## src/verilog/fsc_defs.svh

```systemverilog
// Purpose: Constants of the reversible fan speed control block
// Assumes: Levels are unsigned fractions with 1.0 at FSC_ONE
// Notes: Byte addresses on the Avalon-MM slave, one word per register
`ifndef FSC_DEFS_SVH
`define FSC_DEFS_SVH

// Level format
`define FSC_LVL_W 16
`define FSC_ONE 16'h8000
`define FSC_ONE_INT 32768
`define FSC_FRAC_SH 15
`define FSC_ACC_FRAC 16

// Clock and control tick
`define FSC_CLK_HZ 20000000
`define FSC_TICK_US 1000
`define FSC_TICK_CYCLES ((`FSC_CLK_HZ / 1000000) * `FSC_TICK_US)

// Timing defaults in ms (10.0 s, 10.0 s, 1.0 s, 0.0 s)
`define FSC_TIME_W 24
`define FSC_RISE_MS_DEF 24'h00_2710
`define FSC_FALL_MS_DEF 24'h00_2710
`define FSC_SWITCH_MS_DEF 24'h00_03e8
`define FSC_HOLD_MS_DEF 24'h00_0000

// Speed signal defaults (1.0 and 0.1)
`define FSC_UPPER_DEF 16'h8000
`define FSC_LOWER_DEF 16'h0ccd

// Temperature defaults in deg C
`define FSC_TMIN_DEF 20
`define FSC_TLOW_DEF 80
`define FSC_THIGH_DEF 100
`define FSC_TMAX_DEF 120
`define FSC_LOW_LVL_DEF \
	(((`FSC_TLOW_DEF - `FSC_TMIN_DEF) * `FSC_ONE_INT) / (`FSC_TMAX_DEF - `FSC_TMIN_DEF))
`define FSC_HIGH_LVL_DEF \
	(((`FSC_THIGH_DEF - `FSC_TMIN_DEF) * `FSC_ONE_INT) / (`FSC_TMAX_DEF - `FSC_TMIN_DEF))

// Register byte offsets
`define FSC_OFS_CTRL 8'h00
`define FSC_OFS_SPEED 8'h04
`define FSC_OFS_RISE 8'h08
`define FSC_OFS_FALL 8'h0c
`define FSC_OFS_SWITCH 8'h10
`define FSC_OFS_HOLD 8'h14
`define FSC_OFS_THR0 8'h18
`define FSC_OFS_STATUS 8'h28
`define FSC_OFS_LEVELS 8'h2c
`define FSC_THR_STRIDE 8'h04

// Control register fields
`define FSC_CTRL_PRIO_HI 2
`define FSC_CTRL_PRIO_LO 0
`define FSC_CTRL_OVR_CON 3
`define FSC_CTRL_OVR_INV 4
`define FSC_CTRL_REV_CON 5
`define FSC_CTRL_REV_INV 6
`define FSC_CTRL_HALT_CON 7
`define FSC_CTRL_HALT_INV 8
`define FSC_CTRL_MASK 32'h0000_01ff
`define FSC_CTRL_DEF 32'h0000_0000
`define FSC_PRIO_NONE 3'h0
`define FSC_PRIO_MAX 3'h4

`endif

```

## src/verilog/fsc_pkg.sv

```systemverilog
// Purpose: Types of the reversible fan speed control block
// Assumes: Constants come from fsc_defs.svh
// Notes: Nothing here is imported; use fsc_pkg::name
package fsc_pkg;

	typedef logic [15:0] fsc_level_t;

	typedef enum logic [2:0] {
		FSC_FWD,
		FSC_TO_REV_DOWN,
		FSC_TO_REV_WAIT,
		FSC_REV,
		FSC_REV_HOLD,
		FSC_TO_FWD_DOWN,
		FSC_TO_FWD_WAIT
	} fsc_state_e;

endpackage

```

## src/verilog/fsc_fan_ctrl.sv

```systemverilog
// Purpose: Reversible hydraulic fan speed control with ramped valve command
// Assumes: Input levels are synchronous fractions, 1.0 at FSC_ONE
// Notes: Setpoints live in an Avalon-MM slave; timers count 1 ms ticks
`timescale 1ns/1ps
`include "fsc_defs.svh"

module fsc_fan_ctrl #(
	parameter int TICK_CYCLES = `FSC_TICK_CYCLES
) (
	// Clock and reset
	input wire logic clk,
	input wire logic srst,
	// Avalon-MM slave
	input wire logic [7:0] avs_address,
	input wire logic avs_read,
	input wire logic avs_write,
	input wire logic [31:0] avs_writedata,
	input wire logic [3:0] avs_byteenable,
	output logic [31:0] avs_readdata,
	output logic avs_waitrequest,
	// Normalized temperature channels
	input wire logic [15:0] temp_level_1,
	input wire logic [15:0] temp_level_2,
	input wire logic [15:0] temp_level_3,
	input wire logic [15:0] temp_level_4,
	// Override, reverse and halt
	input wire logic [15:0] override_level,
	input wire logic reverse_request,
	input wire logic halt_request,
	// Valve driver outputs
	output logic [15:0] prop_valve_cmd,
	output logic reverse_valve_dir
);
	localparam int NCH = 4;
	localparam int TW = $clog2(TICK_CYCLES + 1);

	// Setpoint registers
	logic [31:0] ctrl_q, ctrl_d, speed_q, speed_d;
	logic [`FSC_TIME_W-1:0] rise_q, rise_d, fall_q, fall_d, sw_q, sw_d, hold_q, hold_d;
	logic [31:0] thr_q [NCH];
	logic [31:0] thr_d [NCH];
	// Bus state
	logic wait_q, wait_d;
	logic [31:0] rdata_q, rdata_d, rd_mux;
	logic take, commit;
	// Control path
	logic [TW-1:0] tick_cnt_q, tick_cnt_d;
	logic tick;
	fsc_pkg::fsc_state_e state_q, state_d;
	logic [`FSC_TIME_W-1:0] timer_q, timer_d;
	logic dir_q, dir_d;
	logic [31:0] cmd_q, cmd_d;
	fsc_pkg::fsc_level_t demand_q, demand_d, ctrl_lvl_q, ctrl_lvl_d;
	// Combinational helpers
	fsc_pkg::fsc_level_t tin [NCH];
	fsc_pkg::fsc_level_t ch_lvl [NCH];
	logic [31:0] ch_num [NCH];
	logic [31:0] ch_den [NCH];
	logic [31:0] ch_quot [NCH];
	fsc_pkg::fsc_level_t upper, lower, span, ovr, mx, sel, tgt;
	logic [31:0] span_num, rise_step, fall_step, prod, tgt32, diff;
	logic [32:0] sum;
	logic [16:0] dem_sum;
	logic [2:0] prio;
	logic rev_act, halt_act, cmd_zero;

	function automatic logic [31:0] be_merge(input logic [31:0] old, input logic [31:0] wd,
			input logic [3:0] be);
		logic [31:0] r;
		r = old;
		for (int b = 0; b < 4; b++) begin
			if (be[b]) begin
				r[b*8 +: 8] = wd[b*8 +: 8];
			end
		end
		return r;
	endfunction

	function automatic fsc_pkg::fsc_level_t sat(input logic [15:0] v);
		return (v > `FSC_ONE) ? `FSC_ONE : v;
	endfunction

	// Channel scaling: (t - low) / (high - low), clamped to one
	assign tin[0] = sat(temp_level_1);
	assign tin[1] = sat(temp_level_2);
	assign tin[2] = sat(temp_level_3);
	assign tin[3] = sat(temp_level_4);

	for (genvar i = 0; i < NCH; i++) begin : g_ch
		logic [15:0] lo, hi, dt;
		assign lo = thr_q[i][15:0];
		assign hi = thr_q[i][31:16];
		assign dt = (tin[i] > lo) ? (tin[i] - lo) : 16'h0000;
		assign ch_num[i] = {1'b0, dt, 15'h0000};
		assign ch_den[i] = {16'h0000, (hi > lo) ? (hi - lo) : 16'h0001};
		fsc_div #(.W(32)) u_div (
			.clk(clk),
			.srst(srst),
			.num(ch_num[i]),
			.den(ch_den[i]),
			.quot(ch_quot[i])
		);
		// At low threshold level 0, at high threshold level 1
		assign ch_lvl[i] = (ch_quot[i] > {16'h0000, `FSC_ONE}) ? `FSC_ONE :
			ch_quot[i][15:0];
	end

	// Ramp steps per tick: span scaled by 2^16 over duration in ticks
	assign upper = speed_q[31:16];
	assign lower = speed_q[15:0];
	assign span = (upper > lower) ? (upper - lower) : 16'h0000;
	assign span_num = {span, 16'h0000};

	fsc_div #(.W(32)) u_rise (
		.clk(clk),
		.srst(srst),
		.num(span_num),
		.den({8'h00, rise_q}),
		.quot(rise_step)
	);

	fsc_div #(.W(32)) u_fall (
		.clk(clk),
		.srst(srst),
		.num(span_num),
		.den({8'h00, fall_q}),
		.quot(fall_step)
	);

	// Avalon-MM slave: one wait cycle, then answer
	assign take = (avs_read || avs_write) && wait_q;
	assign commit = avs_write && !wait_q;

	always_comb begin
		rd_mux = 32'h0000_0000;
		unique case (avs_address)
			`FSC_OFS_CTRL: rd_mux = ctrl_q;
			`FSC_OFS_SPEED: rd_mux = speed_q;
			`FSC_OFS_RISE: rd_mux = {8'h00, rise_q};
			`FSC_OFS_FALL: rd_mux = {8'h00, fall_q};
			`FSC_OFS_SWITCH: rd_mux = {8'h00, sw_q};
			`FSC_OFS_HOLD: rd_mux = {8'h00, hold_q};
			`FSC_OFS_STATUS: rd_mux = {15'h0000, dir_q, cmd_q[31:16]};
			`FSC_OFS_LEVELS: rd_mux = {demand_q, ctrl_lvl_q};
			default: begin
				for (int i = 0; i < NCH; i++) begin
					if (avs_address == 8'(`FSC_OFS_THR0 + `FSC_THR_STRIDE * i)) begin
						rd_mux = thr_q[i];
					end
				end
			end
		endcase
	end

	always_comb begin
		wait_d = !take;
		rdata_d = (take && avs_read) ? rd_mux : rdata_q;
		ctrl_d = ctrl_q;
		speed_d = speed_q;
		rise_d = rise_q;
		fall_d = fall_q;
		sw_d = sw_q;
		hold_d = hold_q;
		thr_d = thr_q;
		if (commit) begin
			unique case (avs_address)
				`FSC_OFS_CTRL: begin
					ctrl_d = be_merge(ctrl_q, avs_writedata, avs_byteenable) & `FSC_CTRL_MASK;
					if (ctrl_d[`FSC_CTRL_PRIO_HI:`FSC_CTRL_PRIO_LO] > `FSC_PRIO_MAX) begin
						ctrl_d[`FSC_CTRL_PRIO_HI:`FSC_CTRL_PRIO_LO] = `FSC_PRIO_NONE;
					end
				end
				`FSC_OFS_SPEED: speed_d = be_merge(speed_q, avs_writedata, avs_byteenable);
				`FSC_OFS_RISE: rise_d = 24'(be_merge({8'h00, rise_q}, avs_writedata,
					avs_byteenable));
				`FSC_OFS_FALL: fall_d = 24'(be_merge({8'h00, fall_q}, avs_writedata,
					avs_byteenable));
				`FSC_OFS_SWITCH: sw_d = 24'(be_merge({8'h00, sw_q}, avs_writedata,
					avs_byteenable));
				`FSC_OFS_HOLD: hold_d = 24'(be_merge({8'h00, hold_q}, avs_writedata,
					avs_byteenable));
				default: begin
					for (int i = 0; i < NCH; i++) begin
						if (avs_address == 8'(`FSC_OFS_THR0 + `FSC_THR_STRIDE * i)) begin
							thr_d[i] = be_merge(thr_q[i], avs_writedata, avs_byteenable);
						end
					end
				end
			endcase
		end
	end

	// Input conditioning and controlling level
	assign prio = ctrl_q[`FSC_CTRL_PRIO_HI:`FSC_CTRL_PRIO_LO];
	assign ovr = !ctrl_q[`FSC_CTRL_OVR_CON] ? 16'h0000 :
		(ctrl_q[`FSC_CTRL_OVR_INV] ? (`FSC_ONE - sat(override_level)) :
		sat(override_level));
	assign rev_act = ctrl_q[`FSC_CTRL_REV_CON] &&
		(reverse_request ^ ctrl_q[`FSC_CTRL_REV_INV]);
	assign halt_act = ctrl_q[`FSC_CTRL_HALT_CON] &&
		(halt_request ^ ctrl_q[`FSC_CTRL_HALT_INV]);

	always_comb begin
		mx = ch_lvl[0];
		for (int i = 1; i < NCH; i++) begin
			if (ch_lvl[i] > mx) begin
				mx = ch_lvl[i];
			end
		end
		if (prio == `FSC_PRIO_NONE) begin
			sel = mx;
		end else if (mx >= `FSC_ONE) begin
			sel = `FSC_ONE;
		end else begin
			sel = ch_lvl[2'(prio - 3'h1)];
		end
		ctrl_lvl_d = (ovr > sel) ? ovr : sel;
		prod = {16'h0000, span} * {16'h0000, ctrl_lvl_q};
		dem_sum = {1'b0, lower} + {1'b0, prod[30:15]};
		demand_d = dem_sum[15:0];
	end

	// Control tick
	assign tick = (tick_cnt_q == TW'(TICK_CYCLES - 1));
	assign tick_cnt_d = tick ? '0 : tick_cnt_q + 1'b1;

	// Direction sequencer
	assign cmd_zero = (cmd_q == 32'h0000_0000);

	always_comb begin
		state_d = state_q;
		timer_d = (tick && timer_q != '1) ? timer_q + 1'b1 : timer_q;
		dir_d = dir_q;
		unique case (state_q)
			fsc_pkg::FSC_FWD: begin
				if (rev_act) begin
					state_d = fsc_pkg::FSC_TO_REV_DOWN;
				end
			end
			fsc_pkg::FSC_TO_REV_DOWN: begin
				if (!rev_act) begin
					state_d = fsc_pkg::FSC_FWD;
				end else if (cmd_zero) begin
					state_d = fsc_pkg::FSC_TO_REV_WAIT;
					timer_d = '0;
				end
			end
			fsc_pkg::FSC_TO_REV_WAIT: begin
				if (!rev_act) begin
					state_d = fsc_pkg::FSC_FWD;
				end else if (timer_q >= sw_q) begin
					state_d = fsc_pkg::FSC_REV;
					dir_d = 1'b1;
				end
			end
			fsc_pkg::FSC_REV: begin
				if (!rev_act) begin
					state_d = fsc_pkg::FSC_REV_HOLD;
					timer_d = '0;
				end
			end
			fsc_pkg::FSC_REV_HOLD: begin
				if (rev_act) begin
					state_d = fsc_pkg::FSC_REV;
				end else if (timer_q >= hold_q) begin
					state_d = fsc_pkg::FSC_TO_FWD_DOWN;
				end
			end
			fsc_pkg::FSC_TO_FWD_DOWN: begin
				if (rev_act) begin
					state_d = fsc_pkg::FSC_REV;
				end else if (cmd_zero) begin
					state_d = fsc_pkg::FSC_TO_FWD_WAIT;
					timer_d = '0;
				end
			end
			fsc_pkg::FSC_TO_FWD_WAIT: begin
				if (timer_q >= sw_q) begin
					state_d = fsc_pkg::FSC_FWD;
					dir_d = 1'b0;
				end
			end
		endcase
	end

	// Command target and ramp; halt leaves the direction alone
	always_comb begin
		unique case (state_q)
			fsc_pkg::FSC_FWD: tgt = demand_q;
			fsc_pkg::FSC_REV, fsc_pkg::FSC_REV_HOLD: tgt = `FSC_ONE;
			default: tgt = 16'h0000;
		endcase
		if (halt_act) begin
			tgt = 16'h0000;
		end
		tgt32 = {tgt, 16'h0000};
		sum = {1'b0, cmd_q} + {1'b0, rise_step};
		diff = cmd_q - tgt32;
		cmd_d = cmd_q;
		if (tick) begin
			if (cmd_q < tgt32) begin
				cmd_d = (sum > {1'b0, tgt32}) ? tgt32 : sum[31:0];
			end else if (cmd_q > tgt32) begin
				cmd_d = (diff <= fall_step) ? tgt32 : cmd_q - fall_step;
			end
		end
	end

	always_ff @(posedge clk) begin
		if (srst) begin
			wait_q <= 1'b1;
			rdata_q <= 32'h0000_0000;
			ctrl_q <= `FSC_CTRL_DEF;
			speed_q <= {`FSC_UPPER_DEF, `FSC_LOWER_DEF};
			rise_q <= `FSC_RISE_MS_DEF;
			fall_q <= `FSC_FALL_MS_DEF;
			sw_q <= `FSC_SWITCH_MS_DEF;
			hold_q <= `FSC_HOLD_MS_DEF;
			for (int i = 0; i < NCH; i++) begin
				thr_q[i] <= {16'(`FSC_HIGH_LVL_DEF), 16'(`FSC_LOW_LVL_DEF)};
			end
			tick_cnt_q <= '0;
			state_q <= fsc_pkg::FSC_FWD;
			timer_q <= '0;
			dir_q <= 1'b0;
			cmd_q <= 32'h0000_0000;
			demand_q <= 16'h0000;
			ctrl_lvl_q <= 16'h0000;
		end else begin
			wait_q <= wait_d;
			rdata_q <= rdata_d;
			ctrl_q <= ctrl_d;
			speed_q <= speed_d;
			rise_q <= rise_d;
			fall_q <= fall_d;
			sw_q <= sw_d;
			hold_q <= hold_d;
			thr_q <= thr_d;
			tick_cnt_q <= tick_cnt_d;
			state_q <= state_d;
			timer_q <= timer_d;
			dir_q <= dir_d;
			cmd_q <= cmd_d;
			demand_q <= demand_d;
			ctrl_lvl_q <= ctrl_lvl_d;
		end
	end

	assign avs_readdata = rdata_q;
	assign avs_waitrequest = wait_q;
	assign prop_valve_cmd = cmd_q[31:16];
	assign reverse_valve_dir = dir_q;
endmodule

```

## src/verilog/fsc_div.sv

```systemverilog
// Purpose: Free running serial unsigned divider
// Assumes: Operands are sampled at the start of each pass
// Notes: New quotient every W+1 cycles; divide by zero gives all ones
`timescale 1ns/1ps
module fsc_div #(
	parameter int W = 32
) (
	// Clock and reset
	input wire logic clk,
	input wire logic srst,
	// Operands
	input wire logic [W-1:0] num,
	input wire logic [W-1:0] den,
	// Result
	output logic [W-1:0] quot
);
	localparam int CW = $clog2(W) + 1;

	logic [W-1:0] n_q, n_d, d_q, d_d, q_q, q_d, quot_q, quot_d;
	logic [W:0] r_q, r_d, r_sh;
	logic [CW-1:0] cnt_q, cnt_d;
	logic qbit;

	always_comb begin
		n_d = n_q;
		d_d = d_q;
		q_d = q_q;
		r_d = r_q;
		cnt_d = cnt_q;
		quot_d = quot_q;
		r_sh = {r_q[W-1:0], n_q[W-1]};
		qbit = (r_sh >= {1'b0, d_q});
		if (cnt_q == '0) begin
			n_d = num;
			d_d = den;
			q_d = '0;
			r_d = '0;
			cnt_d = CW'(W);
		end else begin
			n_d = {n_q[W-2:0], 1'b0};
			q_d = {q_q[W-2:0], qbit};
			r_d = qbit ? (r_sh - {1'b0, d_q}) : r_sh;
			cnt_d = cnt_q - 1'b1;
			if (cnt_q == CW'(1)) begin
				quot_d = (d_q == '0) ? '1 : {q_q[W-2:0], qbit};
			end
		end
	end

	always_ff @(posedge clk) begin
		if (srst) begin
			n_q <= '0;
			d_q <= '0;
			q_q <= '0;
			r_q <= '0;
			cnt_q <= '0;
			quot_q <= '0;
		end else begin
			n_q <= n_d;
			d_q <= d_d;
			q_q <= q_d;
			r_q <= r_d;
			cnt_q <= cnt_d;
			quot_q <= quot_d;
		end
	end

	assign quot = quot_q;
endmodule

```

## config.mk

```make
export PLATFORM = sky130hd
export DESIGN_NAME = fsc_fan_ctrl
export DESIGN_NICKNAME = d
export VERILOG_FILES = /design/src/verilog/fsc_pkg.sv /design/src/verilog/fsc_fan_ctrl.sv /design/src/verilog/fsc_div.sv
export VERILOG_INCLUDE_DIRS = /design/src /design/src/verilog
export SDC_FILE = /design/constraint.sdc
export NUM_CORES = 2
export LEC_CHECK = 0
export ABC_AREA = 0
export BUFFER_PORTS_ARGS = -buffer_cell sky130_fd_sc_hd__buf_2
export CORE_UTILIZATION = 50
export DETAILED_ROUTE_END_ITERATION = 12
export PLACE_DENSITY = 0.68
export SLEW_MARGIN = 20
export SYNTH_ARGS = -nofsm -noshare
export SYNTH_HDL_FRONTEND = slang
export SYNTH_HIERARCHICAL = 1
export SYNTH_SLANG_ARGS = --single-unit
```

## constraint.sdc

```tcl
create_clock -name clk -period 14.8 [get_ports clk]
set_input_delay 1.48 -clock clk [delete_from_list [all_inputs] [get_ports clk]]
set_output_delay 1.48 -clock clk [all_outputs]
set_load 0.05 [all_outputs]
```

Word-level counts from Yosys, hierarchy flattened:

Cells that the tools add are included.

* register bits: 1315
* bits of input ports: 130
* output and inout port bits: 50
* word-level logic and storage cells: 374

* $add $sub $neg: 29
* $mul: 1
* order comparisons: 37
* eq/ne operators: 35
* multiplexer cells: 90
* bitwise logic cells: 10
* reductions and logical operators: 80

Operator list (count)
* $mux W32: 22
* $mux W16: 29
* $pmux W32 S8: 1
* $logic_not A32 Y1: 7
* $gt A16 B16 Y1: 13
* $sub A16 B16 Y16: 9
* $ge A33 B16 Y1: 4
* $gt A32 B16 Y1 const B: 4
* $sub A32 B16 Y32: 4
* $mux W31: 4
* $mux W24: 5
* $gt A16 B16 Y1 const B: 5
* $pmux W24 S3: 1
* $reduce_and A4 Y1: 17
* $ge A33 B24 Y1: 2
* $sub A32 B24 Y32: 2
* $sub A32 B32 Y32: 2
* $reduce_and A3 Y1: 18
* $ge A24 B24 Y1: 2
* $eq A6 B1 Y1 const B: 6
* $logic_not A6 Y1: 6
* $mux W3: 12
* $mux W6: 6
* $sub A6 B1 Y6 const B: 6
* 44 further kinds: 95

Depth between registers and ports, before layout:

* word-level depth: 13
* gate-level depth with buffers: 50

Modules after synthesis:

The synthesis kept the hierarchy.

Modules (own cells, without submodules)
* fsc_fan_ctrl: instances 1, cells each 5637, area each 42379.4 µm², sequential area each 8107.8 µm²
* fsc_div at g_ch[0].u_div ...: instances 3, cells each 879, area each 7230.7 µm², sequential area each 3303.2 µm²
* fsc_div at g_ch[2].u_div ...: instances 2, cells each 876, area each 7219.4 µm², sequential area each 3303.2 µm²
* fsc_div at g_ch[1].u_div: instances 1, cells each 921, area each 7569.8 µm², sequential area each 3303.2 µm²

Worst setup path before layout:

No wires, ideal clock.

* kind: register to register
* start: register speed_q[0]
* end: register demand_q[15]
* arrival: 9.850 ns
* data required time: 14.672 ns
* path slack: 4.822 ns
* stages on the path, launching flop included: 46
* period minus slack after synthesis: 9.978 ns
* cells stage by stage: dfxtp_1 ha_1 inv_1 fa_1 a211oi_1 o21bai_1 or3_1 a31o_2 a21oi_1 xor2_1 nor2_1 clkbuf_1 nand2_1 fa_1 inv_1 fa_1 inv_1 fa_1 [... 10 more ...] or4_1 o21bai_1 nand2b_1 a21o_1 a21oi_1 xnor2_1 ha_1 nor2_1 nor2_1 a31oi_1 o21ai_0 and2_1 nor4_1 o41ai_1 a31o_2 xor2_1 xnor2_1 nor2_1

* cells in the longest elaborated chain, start to end: 4
* elaborated cells on any way between the ends: 5
* classes of those cells: add/sub: 2; mul: 1; order compare: 1; mux: 1

RTL lines
* from (decl): RTL line fsc_fan_ctrl.sv:38 `logic [31:0] ctrl_q, ctrl_d, speed_q, speed_d;`
* from (signal assigned): RTL line fsc_fan_ctrl.sv:314 `` speed_q <= {`FSC_UPPER_DEF, `FSC_LOWER_DEF}; ``
* from (signal assigned): RTL line fsc_fan_ctrl.sv:333 `speed_q <= speed_d;`
* $sub A16 B16 Y16 or $gt A16 B16 Y1 (tied branches): RTL line fsc_fan_ctrl.sv:111 `assign span = (upper > lower) ? (upper - lower) : 16'h0000;`
* $mux W16 *: RTL line fsc_fan_ctrl.sv:111
* via span[10]: RTL line fsc_fan_ctrl.sv:60 `fsc_pkg::fsc_level_t upper, lower, span, ovr, mx, sel, tgt;`
* $mul A16 B16 Y31 *: RTL line fsc_fan_ctrl.sv:218 `prod = {16'h0000, span} * {16'h0000, ctrl_lvl_q};`
* $add A16 B16 Y16 *: RTL line fsc_fan_ctrl.sv:219 `dem_sum = {1'b0, lower} + {1'b0, prod[30:15]};`
* to (signal assigned): RTL line fsc_fan_ctrl.sv:344 `demand_q <= demand_d;`
* to (decl): RTL line fsc_fan_ctrl.sv:53 `fsc_pkg::fsc_level_t demand_q, demand_d, ctrl_lvl_q, ctrl_lvl_d;`

The timed path passes the listed nets; every way through them passes the cells marked *.
A chain may end at the register's enable or synchronous reset.

Worst setup path after layout:

* start: register g_ch[0].u_div.quot_q[4]
* end: register ctrl_lvl_q[0]

* cells in the longest elaborated chain, start to end: 13
* elaborated cells on any way between the ends: 16
* classes of those cells: order compare: 6; mux: 10

RTL lines
* from (decl): RTL line fsc_div.sv:19 `logic [W-1:0] n_q, n_d, d_q, d_d, q_q, q_d, quot_q, quot_d;`
* from (signal assigned): RTL line fsc_div.sv:64 `quot_q <= quot_d;`
* $gt A32 B16 Y1: RTL line fsc_fan_ctrl.sv:104 `` assign ch_lvl[i] = (ch_quot[i] > {16'h0000, `FSC_ONE}) ? `FSC_ONE : ``
* $mux W16 *: RTL line fsc_fan_ctrl.sv:104
* $gt A16 B16 Y1: RTL line fsc_fan_ctrl.sv:206 `if (ch_lvl[i] > mx) begin`
* $mux W16: RTL line fsc_fan_ctrl.sv:206
* $gt A16 B16 Y1: RTL line fsc_fan_ctrl.sv:206
* $mux W16: RTL line fsc_fan_ctrl.sv:206
* $gt A16 B16 Y1: RTL line fsc_fan_ctrl.sv:206
* $mux W16: RTL line fsc_fan_ctrl.sv:206
* $ge A16 B16 Y1 (no line)
* $mux W16: RTL line fsc_fan_ctrl.sv:212 `` end else if (mx >= `FSC_ONE) begin ``
* $mux W16 *: RTL line fsc_fan_ctrl.sv:210 `` if (prio == `FSC_PRIO_NONE) begin ``
* $gt A16 B16 Y1: RTL line fsc_fan_ctrl.sv:217 `ctrl_lvl_d = (ovr > sel) ? ovr : sel;`
* $mux W16 *: RTL line fsc_fan_ctrl.sv:217
* to (signal assigned): RTL line fsc_fan_ctrl.sv:345 `ctrl_lvl_q <= ctrl_lvl_d;`
* to (decl): RTL line fsc_fan_ctrl.sv:53

Every way passes the cells marked *; elsewhere a longest branch is shown, timed or not. The select of a mux whose other input is x is not followed.

==> run_results.csv <==
group,metric,value,unit
floorplan,dieArea,174000,um^2
drt,drt_iter0_markers,7685,
finish,fin_cells,13500,
finish,drive_gt1_share,6.22,%
global_route,grt_pass1_wl,444000,um
drt,vias_per_cell,5.80,
power,leakage,40.0,nW
finish,num-nets-final,12100,
synthesis,synth_edf_count,0,
timing,clock_skew,43.8,ps
finish,final_common_cell,"nand2_1",
synthesis,async_reset_ff_share,0,%
place,dp_hpwl,222000,um
timing,rsz0062_at_grt,"false",
synthesis,ys_warn_count,6,
synthesis,ys_types,101,
cts,tritoncts,"built",
cts,hold_buffers,0,
power,p_total,0.0227,W
timing,worst_pin_slew,1200,ps
cts,clock_latency,850,ps
run,drv_cap,0,
cts,cts_buffers,154,
timing,tns,0,ps
timing,max_slew_margin,19.8,%
timing,setup_viol,0,
synthesis,ys.flop_type,"dfxtp_1",
synthesis,ys_seq_area_share,32.4,%
cts,clockBufferDepth,3,
setup_path,required,15530,ps
setup_path,crit_type,"register to register",
cts,clkSinkCount,1395,
min_path,worstHoldPathType,"register to register",
timing,min_period,11810,ps
cts,clk_pin_slew,60,ps
setup_path,end_kind,"register",
global_route,grt_pass1_vias,73700,
cts,cts.root.buffer_cell,"clkbuf_16",
setup_path,start_kind,"register",
cts,post_cts_buffers,0,
synthesis,syn_area,86100,um^2
setup_path,critPathMaxStageDelay,640,ps
global_route,grt_remaining_overflow,0,
synthesis,synth_cells,10900,
drt,drc,0,
drt,wl_per_cell,21.9,um
finish,final_util,55.6,%
setup_path,crit_arrival,12540,ps
timing,finalCritPeriodShare,79.8,%
floorplan,core_area,170000,um^2
finish,mostFrequentLayoutCells,"nand2_1 (1862), dfxtp_1 (1394), nor2_1 (1088)",
global_route,grt_max_degree,139,
setup_path,cp_max_fo,32,
cts,post_cts_resized,0,
global_route,antenna_found_initial,30,
finish,fillers,15800,
global_route,gr-usage-all-layers,33.1,%
drt,wirelength,295000,um
synthesis,avgSynthCellArea,7.86,um^2
finish,multi_input_area,53900,um^2
power,powerDensity,240,nW/um^2
drt,vias,78100,
floorplan,io_pins,180,
timing,hold_viol_final,0,
power,ir_drop,851,uV
place,gp_congestion,1.04,
floorplan,rows,151,
run_status,outcome,"completed",
place,portBuffers,179,
finish,regArea,27900,um^2
timing,maxSlewViolCount,0,
finish,syn_to_final_growth,9.86,%
finish,fin_area,94600,um^2
drt,ant_nets,0,
place,placed_cell_area,89200,um^2
place,dp_cells,13200,
synthesis,ys_seq_elements,1395,
setup_path,cp_common_cell,"a21oi_1",
floorplan,die_h,417,um
timing,fmax,0.0847,GHz
setup_path,cpMaxStageDelayCell,"a21o_1",
floorplan,chipWidth,417,um
drt,first_pass_iters,10,
cts,htreeDepth,4,
floorplan,start_util,50.6,%
[state kept, by name (all words and copies together) (netlist names), 31 cells and up]
signal and flops:
u_rise/d_q 32, u_rise/quot 32, u_fall/quot 32, g_ch.u_div/d_q 128
g_ch.lo 64, g_ch.u_div/n_q 128, g_ch.u_div/r_q 128, u_rise/r_q 32
u_fall/d_q 32, g_ch.u_div/quot 128, g_ch.hi 64, avs_readdata 32
cmd_q 32, u_fall/r_q 32, u_fall/q_q 31, speed_q 32
u_rise/n_q 32, g_ch.u_div/q_q 124, u_rise/q_q 31, u_fall/n_q 32
[cell type report]
class / instances / area share, %
multi-input cells: 8455 / 57.0
flip-flops and latches: 1395 / 29.5
clock buffers: 209 / 4.60
well taps: 2295 / 3.04
inverters: 740 / 2.94
repair buffers: 282 / 1.80
clock inverters: 68 / 1.02
diodes: 11 / 0.0291
[metrics by stage]
step,hold slack (ps),worst slack [ps]
4_1_cts,423,3070
5_1_grt,447,1760
2_1_floorplan,418,4820
3_5_place_dp,429,3170
3_3_place_gp,424,3070
6_report,426,2990
[synthesized netlist by cell type (all sizes together), types with 47 or more instances]
| cell | number | area, um^2 |
|---|---|---|
| o211ai | 82 | 621 |
| dfxtp | 1395 | 27900 |
| nor4 | 114 | 719 |
| nor2 | 1102 | 4140 |
| nand3 | 198 | 991 |
| clkbuf | 442 | 1690 |
| a21oi | 1029 | 5180 |
| a22oi | 70 | 526 |
| and3 | 74 | 467 |
| and2 | 326 | 2040 |
| nand2b | 47 | 294 |
| mux2i | 161 | 1610 |
| inv | 740 | 2780 |
| o21ai | 323 | 1620 |
| fa | 211 | 4220 |
| nand2 | 1873 | 7030 |
| buf | 88 | 526 |
| xnor2 | 279 | 2440 |
| a31oi | 81 | 507 |
| a21o | 197 | 1480 |
| o21bai | 71 | 537 |
| ha | 692 | 8660 |
| a211oi | 84 | 636 |
| nor3 | 334 | 1720 |
| nand4 | 108 | 676 |
| nor2b | 109 | 689 |
| xor2 | 161 | 1410 |
| o21a | 54 | 405 |
[final timing paths]
path	start	end	slack, ps	cells past startpoint
max	g_ch[0].u_div/quot[4]$_SDFFE_PP0P_	ctrl_lvl_q[0]$_SDFF_PP0_	2990	44
min	g_ch[3].u_div/n_q[11]$_SDFF_PP0_	g_ch[3].u_div/n_q[12]$_SDFF_PP0_	430	2
max reg2reg	g_ch[0].u_div/quot[4]$_SDFFE_PP0P_	ctrl_lvl_q[0]$_SDFF_PP0_	2990	44
min reg2reg	g_ch[3].u_div/n_q[11]$_SDFF_PP0_	g_ch[3].u_div/n_q[12]$_SDFF_PP0_	430	2
[logic make-up after synthesis]
| logic type | synth area share, % |
|---|---|
| simple gates | 23.1 |
| other cells | 0.00436 |
| xor+xnor | 4.48 |
| fa+ha+maj | 15.0 |
| mux | 2.33 |
| buf+inv | 5.85 |
| compound gates | 16.8 |
| flops | 32.4 |
[worst max-delay path: cells and delay by family (launching register included)]
family / cells / cell delay [ps]
AOI/OAI and AO/OA: 23 / 5530
and+or+nand+nor: 14 / 3550
adders and majority gates: 4 / 1240
buffers and inverters: 2 / 590
muxes: 1 / 430
DFF: 1 / 340
[layer usage]
metal  up-vias  track usage [%]  wire, um
li1      37300                -         -
met1     37200             44.3    127000
met2      2916             51.1    128000
met3       668             5.81     24600
met4        12             16.6     16000
met5         -                0        81
[power by group]
part | switching, W | leakage (nW) | total [W] | internal (W)
logic | 0.00851 | 26.1 | 0.0137 | 0.00521
registers | 0.000552 | 11.3 | 0.00495 | 0.00440
clock network | 0.00171 | 2.58 | 0.00405 | 0.00233
total | 0.0108 | 40.0 | 0.0227 | 0.0119
(Power assumes the default switching activity.)
